**src/include/pdc_pkg.sv**
```systemverilog
// Package: register map, field layout and timing for the port/command block
package pdc_pkg;

  // ----------------------------------------------------------------------
  // Register map (register index = byte address on this plain port)
  // ----------------------------------------------------------------------
  localparam logic [3:0] PDC_ADDR_PORT_DIR   = 4'h0; // port_direction
  localparam logic [3:0] PDC_ADDR_CMD_A      = 4'h1; // first command reg
  localparam logic [3:0] PDC_ADDR_PORT_DATA  = 4'h2; // port output/input
  localparam logic [3:0] PDC_ADDR_STATUS     = 4'h3; // block status
  localparam logic [3:0] PDC_ADDR_SOFT_RET   = 4'hf; // soft_return_command

  // ----------------------------------------------------------------------
  // Field layout
  // ----------------------------------------------------------------------
  localparam int PDC_NUM_UNITS      = 3;   // sub-units with soft reset
  localparam int PDC_CMDA_RST_LSB   = 0;   // reset bits [2:0]
  localparam int PDC_CMDA_PRIO_LSB  = 3;   // priority field [5:3]
  localparam int PDC_PRIO_W         = 3;
  localparam int PDC_SOFT_RET_BIT   = 0;   // D0 of soft_return_command

  // ----------------------------------------------------------------------
  // Reset values
  // ----------------------------------------------------------------------
  localparam logic [7:0] PDC_PORT_DIR_RST  = 8'hff; // all inputs
  localparam logic [7:0] PDC_PORT_OUT_RST  = 8'h00;
  localparam logic [2:0] PDC_PRIO_RST      = 3'h0;

  // ----------------------------------------------------------------------
  // Timing
  // ----------------------------------------------------------------------
  localparam int PDC_CLK_PERIOD_NS    = 10;
  localparam int PDC_RECOVERY_CYCLES  = 8;  // lockout after soft return
  localparam logic [3:0] PDC_RECOVERY_CNT = 4'(PDC_RECOVERY_CYCLES);

  // ----------------------------------------------------------------------
  // Carriers
  // ----------------------------------------------------------------------
  typedef struct packed {
    logic       wr;
    logic       rd;
    logic [3:0] addr;
    logic [7:0] wdata;
  } pdc_req_s;

  typedef struct packed {
    logic [PDC_NUM_UNITS-1:0] unit_under_service;
  } pdc_chain_s;

endpackage : pdc_pkg

```
**src/hdl/pdc_regs.sv**
```systemverilog
// Port direction and command registers with soft return-from-interrupt
// ------------------------------------------------------------------------
// ------------------------------------------------------------------------
//
// Chosen here: the plain strobed port.
`timescale 1ns/100ps

module pdc_regs
  import pdc_pkg::*;
#(
  parameter int NUM_UNITS = PDC_NUM_UNITS,
  parameter int PORT_W    = 8
) (
  // Clock and reset
  input  wire logic                 clock,
  input  wire logic                 rst,
  // Register port
  input  wire logic [3:0]           addr,
  input  wire logic [7:0]           wdata,
  input  wire logic                 wr_stb,
  input  wire logic                 rd_stb,
  output      logic [7:0]           rdata,
  // General port pins
  input  wire logic [PORT_W-1:0]    general_port_in,
  output      logic [PORT_W-1:0]    general_port_out,
  output      logic [PORT_W-1:0]    general_port_oe_n,
  // Sub-unit controls
  output      logic [NUM_UNITS-1:0] unit_reset,
  output      logic [2:0]           chain_priority,
  // Daisy chain
  input  wire logic                 chain_enable_in,
  input  wire logic [NUM_UNITS-1:0] unit_service_set,
  output      logic [NUM_UNITS-1:0] unit_under_service,
  output      logic                 chain_enable_out,
  output      logic                 soft_return_busy
);

  // ----------------------------------------------------------------------
  // Request decode
  // ----------------------------------------------------------------------
  logic [3:0]            lock_cnt_q;
  logic                  locked;
  logic                  wr_ok;
  logic                  rd_ok;
  logic                  soft_ret_go;
  logic [NUM_UNITS-1:0]  top_unit;
  logic [NUM_UNITS-1:0]  svc_d;

  // Lockout window drops any access, reads and writes alike
  assign locked      = (lock_cnt_q != 4'h0);
  assign wr_ok       = wr_stb && !locked;
  assign rd_ok       = rd_stb && !locked;
  // Only D0 matters; upper bits are don't-care by software contract
  assign soft_ret_go = wr_ok && (addr == PDC_ADDR_SOFT_RET)
                       && wdata[PDC_SOFT_RET_BIT];

  // ----------------------------------------------------------------------
  // Port direction and output data
  // ----------------------------------------------------------------------
  logic [PORT_W-1:0] port_dir_q;
  logic [PORT_W-1:0] port_out_q;

  // Direction register, 1 means input; reset leaves all pins as inputs
  always_ff @(posedge clock) begin
    if (rst) begin
      port_dir_q <= PORT_W'(PDC_PORT_DIR_RST);
    end else if (wr_ok && addr == PDC_ADDR_PORT_DIR) begin
      port_dir_q <= wdata[PORT_W-1:0];
    end
  end

  // Output latch for pins set as outputs
  always_ff @(posedge clock) begin
    if (rst) begin
      port_out_q <= PORT_W'(PDC_PORT_OUT_RST);
    end else if (wr_ok && addr == PDC_ADDR_PORT_DATA) begin
      port_out_q <= wdata[PORT_W-1:0];
    end
  end

  // Pin drivers registered; enable low drives the pin
  always_ff @(posedge clock) begin
    if (rst) begin
      general_port_oe_n <= PORT_W'(PDC_PORT_DIR_RST);
      general_port_out  <= PORT_W'(PDC_PORT_OUT_RST);
    end else begin
      general_port_oe_n <= (wr_ok && addr == PDC_ADDR_PORT_DIR) ?
                           wdata[PORT_W-1:0] : port_dir_q;
      general_port_out  <= (wr_ok && addr == PDC_ADDR_PORT_DATA) ?
                           wdata[PORT_W-1:0] : port_out_q;
    end
  end

  // ----------------------------------------------------------------------
  // First command register
  // ----------------------------------------------------------------------
  // Reset bits are not stored: a write gives exactly one pulse cycle
  always_ff @(posedge clock) begin
    if (rst) begin
      unit_reset <= '0;
    end else if (wr_ok && addr == PDC_ADDR_CMD_A) begin
      unit_reset <= wdata[PDC_CMDA_RST_LSB +: NUM_UNITS];
    end else begin
      unit_reset <= '0;
    end
  end

  // Priority field is held until rewritten
  always_ff @(posedge clock) begin
    if (rst) begin
      chain_priority <= PDC_PRIO_RST;
    end else if (wr_ok && addr == PDC_ADDR_CMD_A) begin
      chain_priority <= wdata[PDC_CMDA_PRIO_LSB +: PDC_PRIO_W];
    end
  end

  // ----------------------------------------------------------------------
  // Soft return sequence and lockout
  // ----------------------------------------------------------------------
  // Counter loads on a D0=1 write and counts the 8 recovery cycles
  always_ff @(posedge clock) begin
    if (rst) begin
      lock_cnt_q <= 4'h0;
    end else if (soft_ret_go) begin
      lock_cnt_q <= PDC_RECOVERY_CNT;
    end else if (locked) begin
      lock_cnt_q <= lock_cnt_q - 4'h1;
    end
  end

  always_ff @(posedge clock) begin
    if (rst) begin
      soft_return_busy <= 1'b0;
    end else begin
      soft_return_busy <= soft_ret_go || (lock_cnt_q > 4'h1);
    end
  end

  // Lowest index is highest priority; isolate lowest set bit
  assign top_unit = unit_under_service
                    & (~unit_under_service + NUM_UNITS'(1));

  // Service state: the soft return forces enable high internally, so the
  // top unit is cleared regardless of the pin; a new set wins the cycle
  always_comb begin
    svc_d = unit_under_service;
    if (soft_ret_go) begin
      svc_d = svc_d & ~top_unit;
    end
    svc_d = svc_d | unit_service_set;
  end

  always_ff @(posedge clock) begin
    if (rst) begin
      unit_under_service <= '0;
    end else begin
      unit_under_service <= svc_d;
    end
  end

  // Enable to lower chain: pin state, forced high in the sequence, passed only while no unit is under service
  always_ff @(posedge clock) begin
    if (rst) begin
      chain_enable_out <= 1'b0;
    end else begin
      chain_enable_out <= (chain_enable_in || soft_ret_go)
                          && (svc_d == '0);
    end
  end

  // ----------------------------------------------------------------------
  // Read path: data one cycle after the strobe
  // ----------------------------------------------------------------------
  always_ff @(posedge clock) begin
    if (rst) begin
      rdata <= 8'h00;
    end else if (rd_ok) begin
      case (addr)
        PDC_ADDR_PORT_DATA: rdata <= 8'(general_port_in);
        PDC_ADDR_STATUS:    rdata <= 8'({chain_priority,
                                         unit_under_service});
        PDC_ADDR_SOFT_RET:  rdata <= 8'h00;
        default:            rdata <= 8'h00;
      endcase
    end else begin
      rdata <= 8'h00;
    end
  end

  // ----------------------------------------------------------------------
  // Assertions
  // ----------------------------------------------------------------------
  property p_reset_inputs;
    @(posedge clock) $past(rst) |-> general_port_oe_n == '1;
  endproperty
  a_reset_inputs: assert property (p_reset_inputs)
    else $error("port not all inputs after reset");

  property p_dir_follow;
    @(posedge clock) disable iff (rst)
      (wr_ok && addr == PDC_ADDR_PORT_DIR) |=>
        general_port_oe_n == $past(wdata[PORT_W-1:0]);
  endproperty
  a_dir_follow: assert property (p_dir_follow)
    else $error("direction not applied");

  property p_reset_pulse;
    @(posedge clock) disable iff (rst)
      !(wr_ok && addr == PDC_ADDR_CMD_A) |=>
        unit_reset == '0;
  endproperty
  a_reset_pulse: assert property (p_reset_pulse)
    else $error("unit reset not a single pulse");

  property p_prio_load;
    @(posedge clock) disable iff (rst)
      (wr_ok && addr == PDC_ADDR_CMD_A) |=>
        chain_priority == $past(wdata[PDC_CMDA_PRIO_LSB +: PDC_PRIO_W]);
  endproperty
  a_prio_load: assert property (p_prio_load)
    else $error("priority not loaded");

  property p_lock_len;
    @(posedge clock) disable iff (rst)
      soft_ret_go |=> locked [*8] ##1 !locked;
  endproperty
  a_lock_len: assert property (p_lock_len)
    else $error("recovery window not 8 cycles");

  property p_ignore_write;
    @(posedge clock) disable iff (rst)
      (locked && wr_stb && addr == PDC_ADDR_PORT_DIR) |=>
        $stable(port_dir_q);
  endproperty
  a_ignore_write: assert property (p_ignore_write)
    else $error("write taken during recovery");

  property p_zero_noop;
    @(posedge clock) disable iff (rst)
      (wr_stb && !locked && addr == PDC_ADDR_SOFT_RET && !wdata[0]) |=>
        !locked && $stable(port_dir_q);
  endproperty
  a_zero_noop: assert property (p_zero_noop)
    else $error("zero write had an effect");

  property p_clear_top;
    @(posedge clock) disable iff (rst)
      (soft_ret_go && unit_under_service[0] && !unit_service_set[0])
        |=> !unit_under_service[0];
  endproperty
  a_clear_top: assert property (p_clear_top)
    else $error("top unit not cleared");

  property p_forced_high;
    @(posedge clock) disable iff (rst)
      (soft_ret_go && !chain_enable_in && svc_d == '0)
        |=> chain_enable_out;
  endproperty
  a_forced_high: assert property (p_forced_high)
    else $error("chain enable not forced high");

  // Register load and hold checks
  property p_reset_load;
    @(posedge clock) disable iff (rst)
      (wr_ok && addr == PDC_ADDR_CMD_A) |=>
        unit_reset == $past(wdata[PDC_CMDA_RST_LSB +: NUM_UNITS]);
  endproperty
  a_reset_load: assert property (p_reset_load)
    else $error("unit reset bits not pulsed");

  property p_prio_hold;
    @(posedge clock) disable iff (rst)
      !(wr_ok && addr == PDC_ADDR_CMD_A) |=> $stable(chain_priority);
  endproperty
  a_prio_hold: assert property (p_prio_hold)
    else $error("priority changed without a write");

  property p_dir_hold;
    @(posedge clock) disable iff (rst)
      !(wr_ok && addr == PDC_ADDR_PORT_DIR) |=> $stable(general_port_oe_n);
  endproperty
  a_dir_hold: assert property (p_dir_hold)
    else $error("direction changed without a write");

  property p_out_load;
    @(posedge clock) disable iff (rst)
      (wr_ok && addr == PDC_ADDR_PORT_DATA) |=>
        general_port_out == $past(wdata[PORT_W-1:0]);
  endproperty
  a_out_load: assert property (p_out_load)
    else $error("port output data not applied");

  // Lockout and read path checks
  property p_busy_match;
    @(posedge clock) disable iff (rst)
      soft_return_busy == locked;
  endproperty
  a_busy_match: assert property (p_busy_match)
    else $error("busy flag out of step with lockout");

  property p_read_drop;
    @(posedge clock) disable iff (rst)
      (locked && rd_stb) |=> rdata == 8'h00;
  endproperty
  a_read_drop: assert property (p_read_drop)
    else $error("read answered during recovery");

  property p_soft_ret_read;
    @(posedge clock) disable iff (rst)
      (rd_ok && addr == PDC_ADDR_SOFT_RET) |=> rdata == 8'h00;
  endproperty
  a_soft_ret_read: assert property (p_soft_ret_read)
    else $error("second command register read not zero");

  // Chain checks; a new service mark must never be lost
  property p_enable_follow;
    @(posedge clock) disable iff (rst)
      !soft_ret_go |=> chain_enable_out ==
        ($past(chain_enable_in) && (unit_under_service == '0));
  endproperty
  a_enable_follow: assert property (p_enable_follow)
    else $error("chain enable does not follow input");

  property p_set_wins;
    @(posedge clock) disable iff (rst)
      (unit_service_set != '0) |=>
        (unit_under_service & $past(unit_service_set))
          == $past(unit_service_set);
  endproperty
  a_set_wins: assert property (p_set_wins)
    else $error("service mark lost");

  c_soft_ret: cover property (@(posedge clock) soft_ret_go);
  c_lock_hit: cover property (@(posedge clock) locked && wr_stb);
  c_unit_rst: cover property (@(posedge clock) unit_reset != '0);
  c_dir_mix:  cover property (@(posedge clock)
                (general_port_oe_n != '0) && (general_port_oe_n != '1));
  c_chain_free: cover property (@(posedge clock)
                soft_ret_go && !chain_enable_in && svc_d == '0);

endmodule : pdc_regs

```
**config.mk**
```make
export PLATFORM = sky130hd
export DESIGN_NAME = pdc_regs
export DESIGN_NICKNAME = d
export VERILOG_FILES = /design/src/include/pdc_pkg.sv /design/src/hdl/pdc_regs.sv
export SDC_FILE = /design/constraint.sdc
export NUM_CORES = 1
export LEC_CHECK = 0
export BUFFER_PORTS_ARGS = -buffer_cell sky130_fd_sc_hd__buf_2
export CORE_UTILIZATION = 51
export DETAILED_ROUTE_END_ITERATION = 8
export HOLD_SLACK_MARGIN = 0.15
export MAX_ROUTING_LAYER = met4
export PLACE_DENSITY = 0.83
export SYNTH_ARGS = -nofsm -noshare
export SYNTH_HDL_FRONTEND = slang
export SYNTH_SLANG_ARGS = --single-unit
```
**constraint.sdc**
```tcl
create_clock -name clock -period 3.08 [get_ports clock]
set_clock_uncertainty 0.2 [all_clocks]
set_input_delay 0.462 -clock clock [delete_from_list [all_inputs] [get_ports clock]]
set_output_delay 0.462 -clock clock [all_outputs]
set_load 0.02 [all_outputs]
```
==> summary.md <==
| Metric | Value |
|---|---|
| Max_cap viols | 0 |
| Number of CTS-inserted buffers | 5 |
| Die height | roughly 60 um |
| DRT iter0 DRCs | 93 |
| Via count | 1603 |
| Clock H-tree levels | 2 |
| Actual slew at the worst max-slew pin | 0.837 ns |
| Top cells by count, synth | 39 x dfxtp_1, 16 x o21ai_1, 13 x a21oi_1, 11 x nor2_1, 10 x nand3_1 |
| Floorplan Core Area | 3050 um2 |
| Final Non-Filler Cells | 287 |
| Nets | 273 |
| Gate Count Post-Synth | 180 |
| Ys flop type | dfxtp_1 |
| Crit-path max FO | 25 |
| DIE WIDTH | 58.9 um |
| Sequential fraction of the synthesis area | 0.472 |
| Initial antenna violation count | 0 |
| Wire per inst | around 14 um |
| Critical Path Source Type | flop |
| PnR worst setup slack | 1.04 ns |
| Layout cells sized above 1 | 0.325 |
| # IOs | 63 |
| Post-synth design cell area | 1650 um2 |
| Setup WS pre-CTS | approximately 1.1 ns |
| RSZ-0062 raised after global routing | false |
| Power Dens Cells | 578 nW/um2 |
| Top cells by area, synth | dfxtp_1 47%, o21ai_1 4.8%, a21oi_1 3.9% |
| Dpl cell area | slightly below 2000 um2 |
| Ant diodes | 0 |
| Core Rows | 20 |
| Synth warn | 0 |
| Max Freq | 490 MHz |
| Max-slew violations | 0 |
| Total Routed Length | 4110 um |
| Rel. slew slack | 0.438 |
| Fin. Hold Viols | 0 |
| Vias in the first global route | 1395 |
| Share of the synthesized area in the top cell type | 0.472 |
| Count of input and output buffers | 62 |
| Top-count cell post-synth | dfxtp_1 |
| Post-route ant nets | 0 |
| Clk slew on worst S/H paths | 0.11 ns |
| Leakage | 0.868 nW |
| Clock Latency Late Sink | 0.35 ns |
| Placed cells | 273 |
| Pin count of the biggest net entering global routing | 26 |
| CTS sink count | 39 |
| Final setup violation count | 0 |
| Post-layout util | 0.686 |
| Longest Clk Path Bufs | 2 |
| Mean Syn Cell Area | 9.18 um2 |
| Area grow syn2layout | 26.8% |
| Total grt overflow | 0 |
| Post-CTS Hold Buffers | 6 |
| Period minus WS final | 2.04 ns |
| Critical Path RT | 3.13 ns |
| Hold crit path type | in -> reg |
| Setup TNS | 0 ns |
| Area leader, netlist | dfxtp_1 |
| Vias/cell | 5.59 |
| CTS tree | yes |
| Ys async rst share | 0 |
| Setup crit end kind | flop |
| VDD IR-drop max | 0.000402 V |
| Post-synth cell types | 37 |
| DP HPWL | between 2000 and 3000 um |
| RePlAce Congestion | between 0.7 and 0.8 |
| Synth Net Count | 211 |
| Fin crit share | 0.663 |
| Post-cts repair resize count | 0 |
| Global-route wire length before repair | 6520 um |
| Post-CTS setup buffer count | 0 |
| Full die area | 3470 um2 |
| Status | finished clean |
| Yosys reg bits | 39 |
| Kind of critical path | reg -> reg |
| Post-route cell area | 2100 um2 |
| GR Util All Layers | 0.259 |
| Arrival @ worst endpoint | 2.09 ns |
| Pre-antenna DRT Iters | 5 |
| Initial Util | 0.541 |
| DRC | 0 |
| Fillers | 276 |
| CTS Root Cell | clkbuf_4 |
| EDFF count, synth | 0 |
## worst max-delay path, stage by stage, from the launching register on
cell and delay [ns]:
dfxtp_1 0.33, inv_1 0.13, ha_1 0.25, nor4bb_4 0.21, buf_4 0.30, a41oi_1 0.21, a2111oi_2 0.30
## cell families (layout without fill, tap and decap cells)
family / after synthesis / after routing / share of synthesized area
adder cells (fa/ha/maj): 3 / 3 / 0.0227
flip-flops: 39 / 39 / 0.472
buffers and inverters: 23 / 86 / 0.0575
AND/OR/NAND/NOR: 58 / 58 / 0.226
AO/OA/AOI/OAI: 54 / 54 / 0.205
multiplexers: 1 / 1 / 0.00606
XOR/XNOR: 2 / 2 / 0.0106
## per-stage QoR
| stage | power [mW] | hold slack [ns] |
|---|---|---|
| global placement | 0.946 | 0.266 |
| detailed placement | 0.956 | 0.271 |
| global route | 1.28 | 0.154 |
| CTS | 1.21 | 0.151 |
| finish | 1.21 | 0.156 |
| floorplan | 0.849 | 0.326 |
## flip-flops by register name, summed over array words and instances, names as in the netlist
name                flops
chain_enable_out        1
chain_priority          3
general_port_oe_n       8
general_port_out        8
lock_cnt_q              4
rdata                   8
soft_return_busy        1
unit_reset              3
unit_under_service      3
## final cells by class
type	count	area [um2]	area share
repair buffers	70	385	0.184
multi-input cells	118	792	0.378
clock inverters	3	15.0	0.00716
well taps	44	55.1	0.0263
clock buffers	5	37.5	0.0179
flip-flops and latches	39	781	0.373
inverters	8	30.0	0.0143
## worst paths after layout
check,from,to,slack [ns],cells after the start
setup / recovery,lock_cnt_q[1]$_SDFFE_PP0P_,chain_enable_out$_SDFF_PP0_,1.04,6
hold / removal,general_port_in[0],rdata[0]$_SDFF_PP0_,0.16,3
setup reg to reg,lock_cnt_q[1]$_SDFFE_PP0P_,chain_enable_out$_SDFF_PP0_,1.04,6
hold reg to reg,general_port_out[2]$_SDFFE_PP0P_,general_port_out[2]$_SDFFE_PP0P_,0.29,2
## layout by cell type (no fill, tap or decap), types with 7 or more instances in the layout
cell type	netlist	layout
a21oi_1	13	13
a31oi_1	9	9
buf_2	7	62
dfxtp_1	39	39
inv_1	7	7
nand3_1	10	10
nor2_1	11	11
nor3_1	7	7
nor4_1	8	8
o21ai_1	16	16
## power by group
group	total [mW]	internal [mW]	leakage [nW]	switching, mW
clock network	0.250	0.0849	0.0347	0.165
registers	0.580	0.541	0.317	0.0389
logic	0.380	0.152	0.517	0.228
## routing by layer
layer | share of wire | GRT usage
met1 | 0.46 | 0.341
met5 | 0 | -
met2 | 0.46 | 0.386
met4 | 0.012 | 0.0884
met3 | 0.076 | 0.0659
No activity file was read; power rests on OpenSTA's default activity.
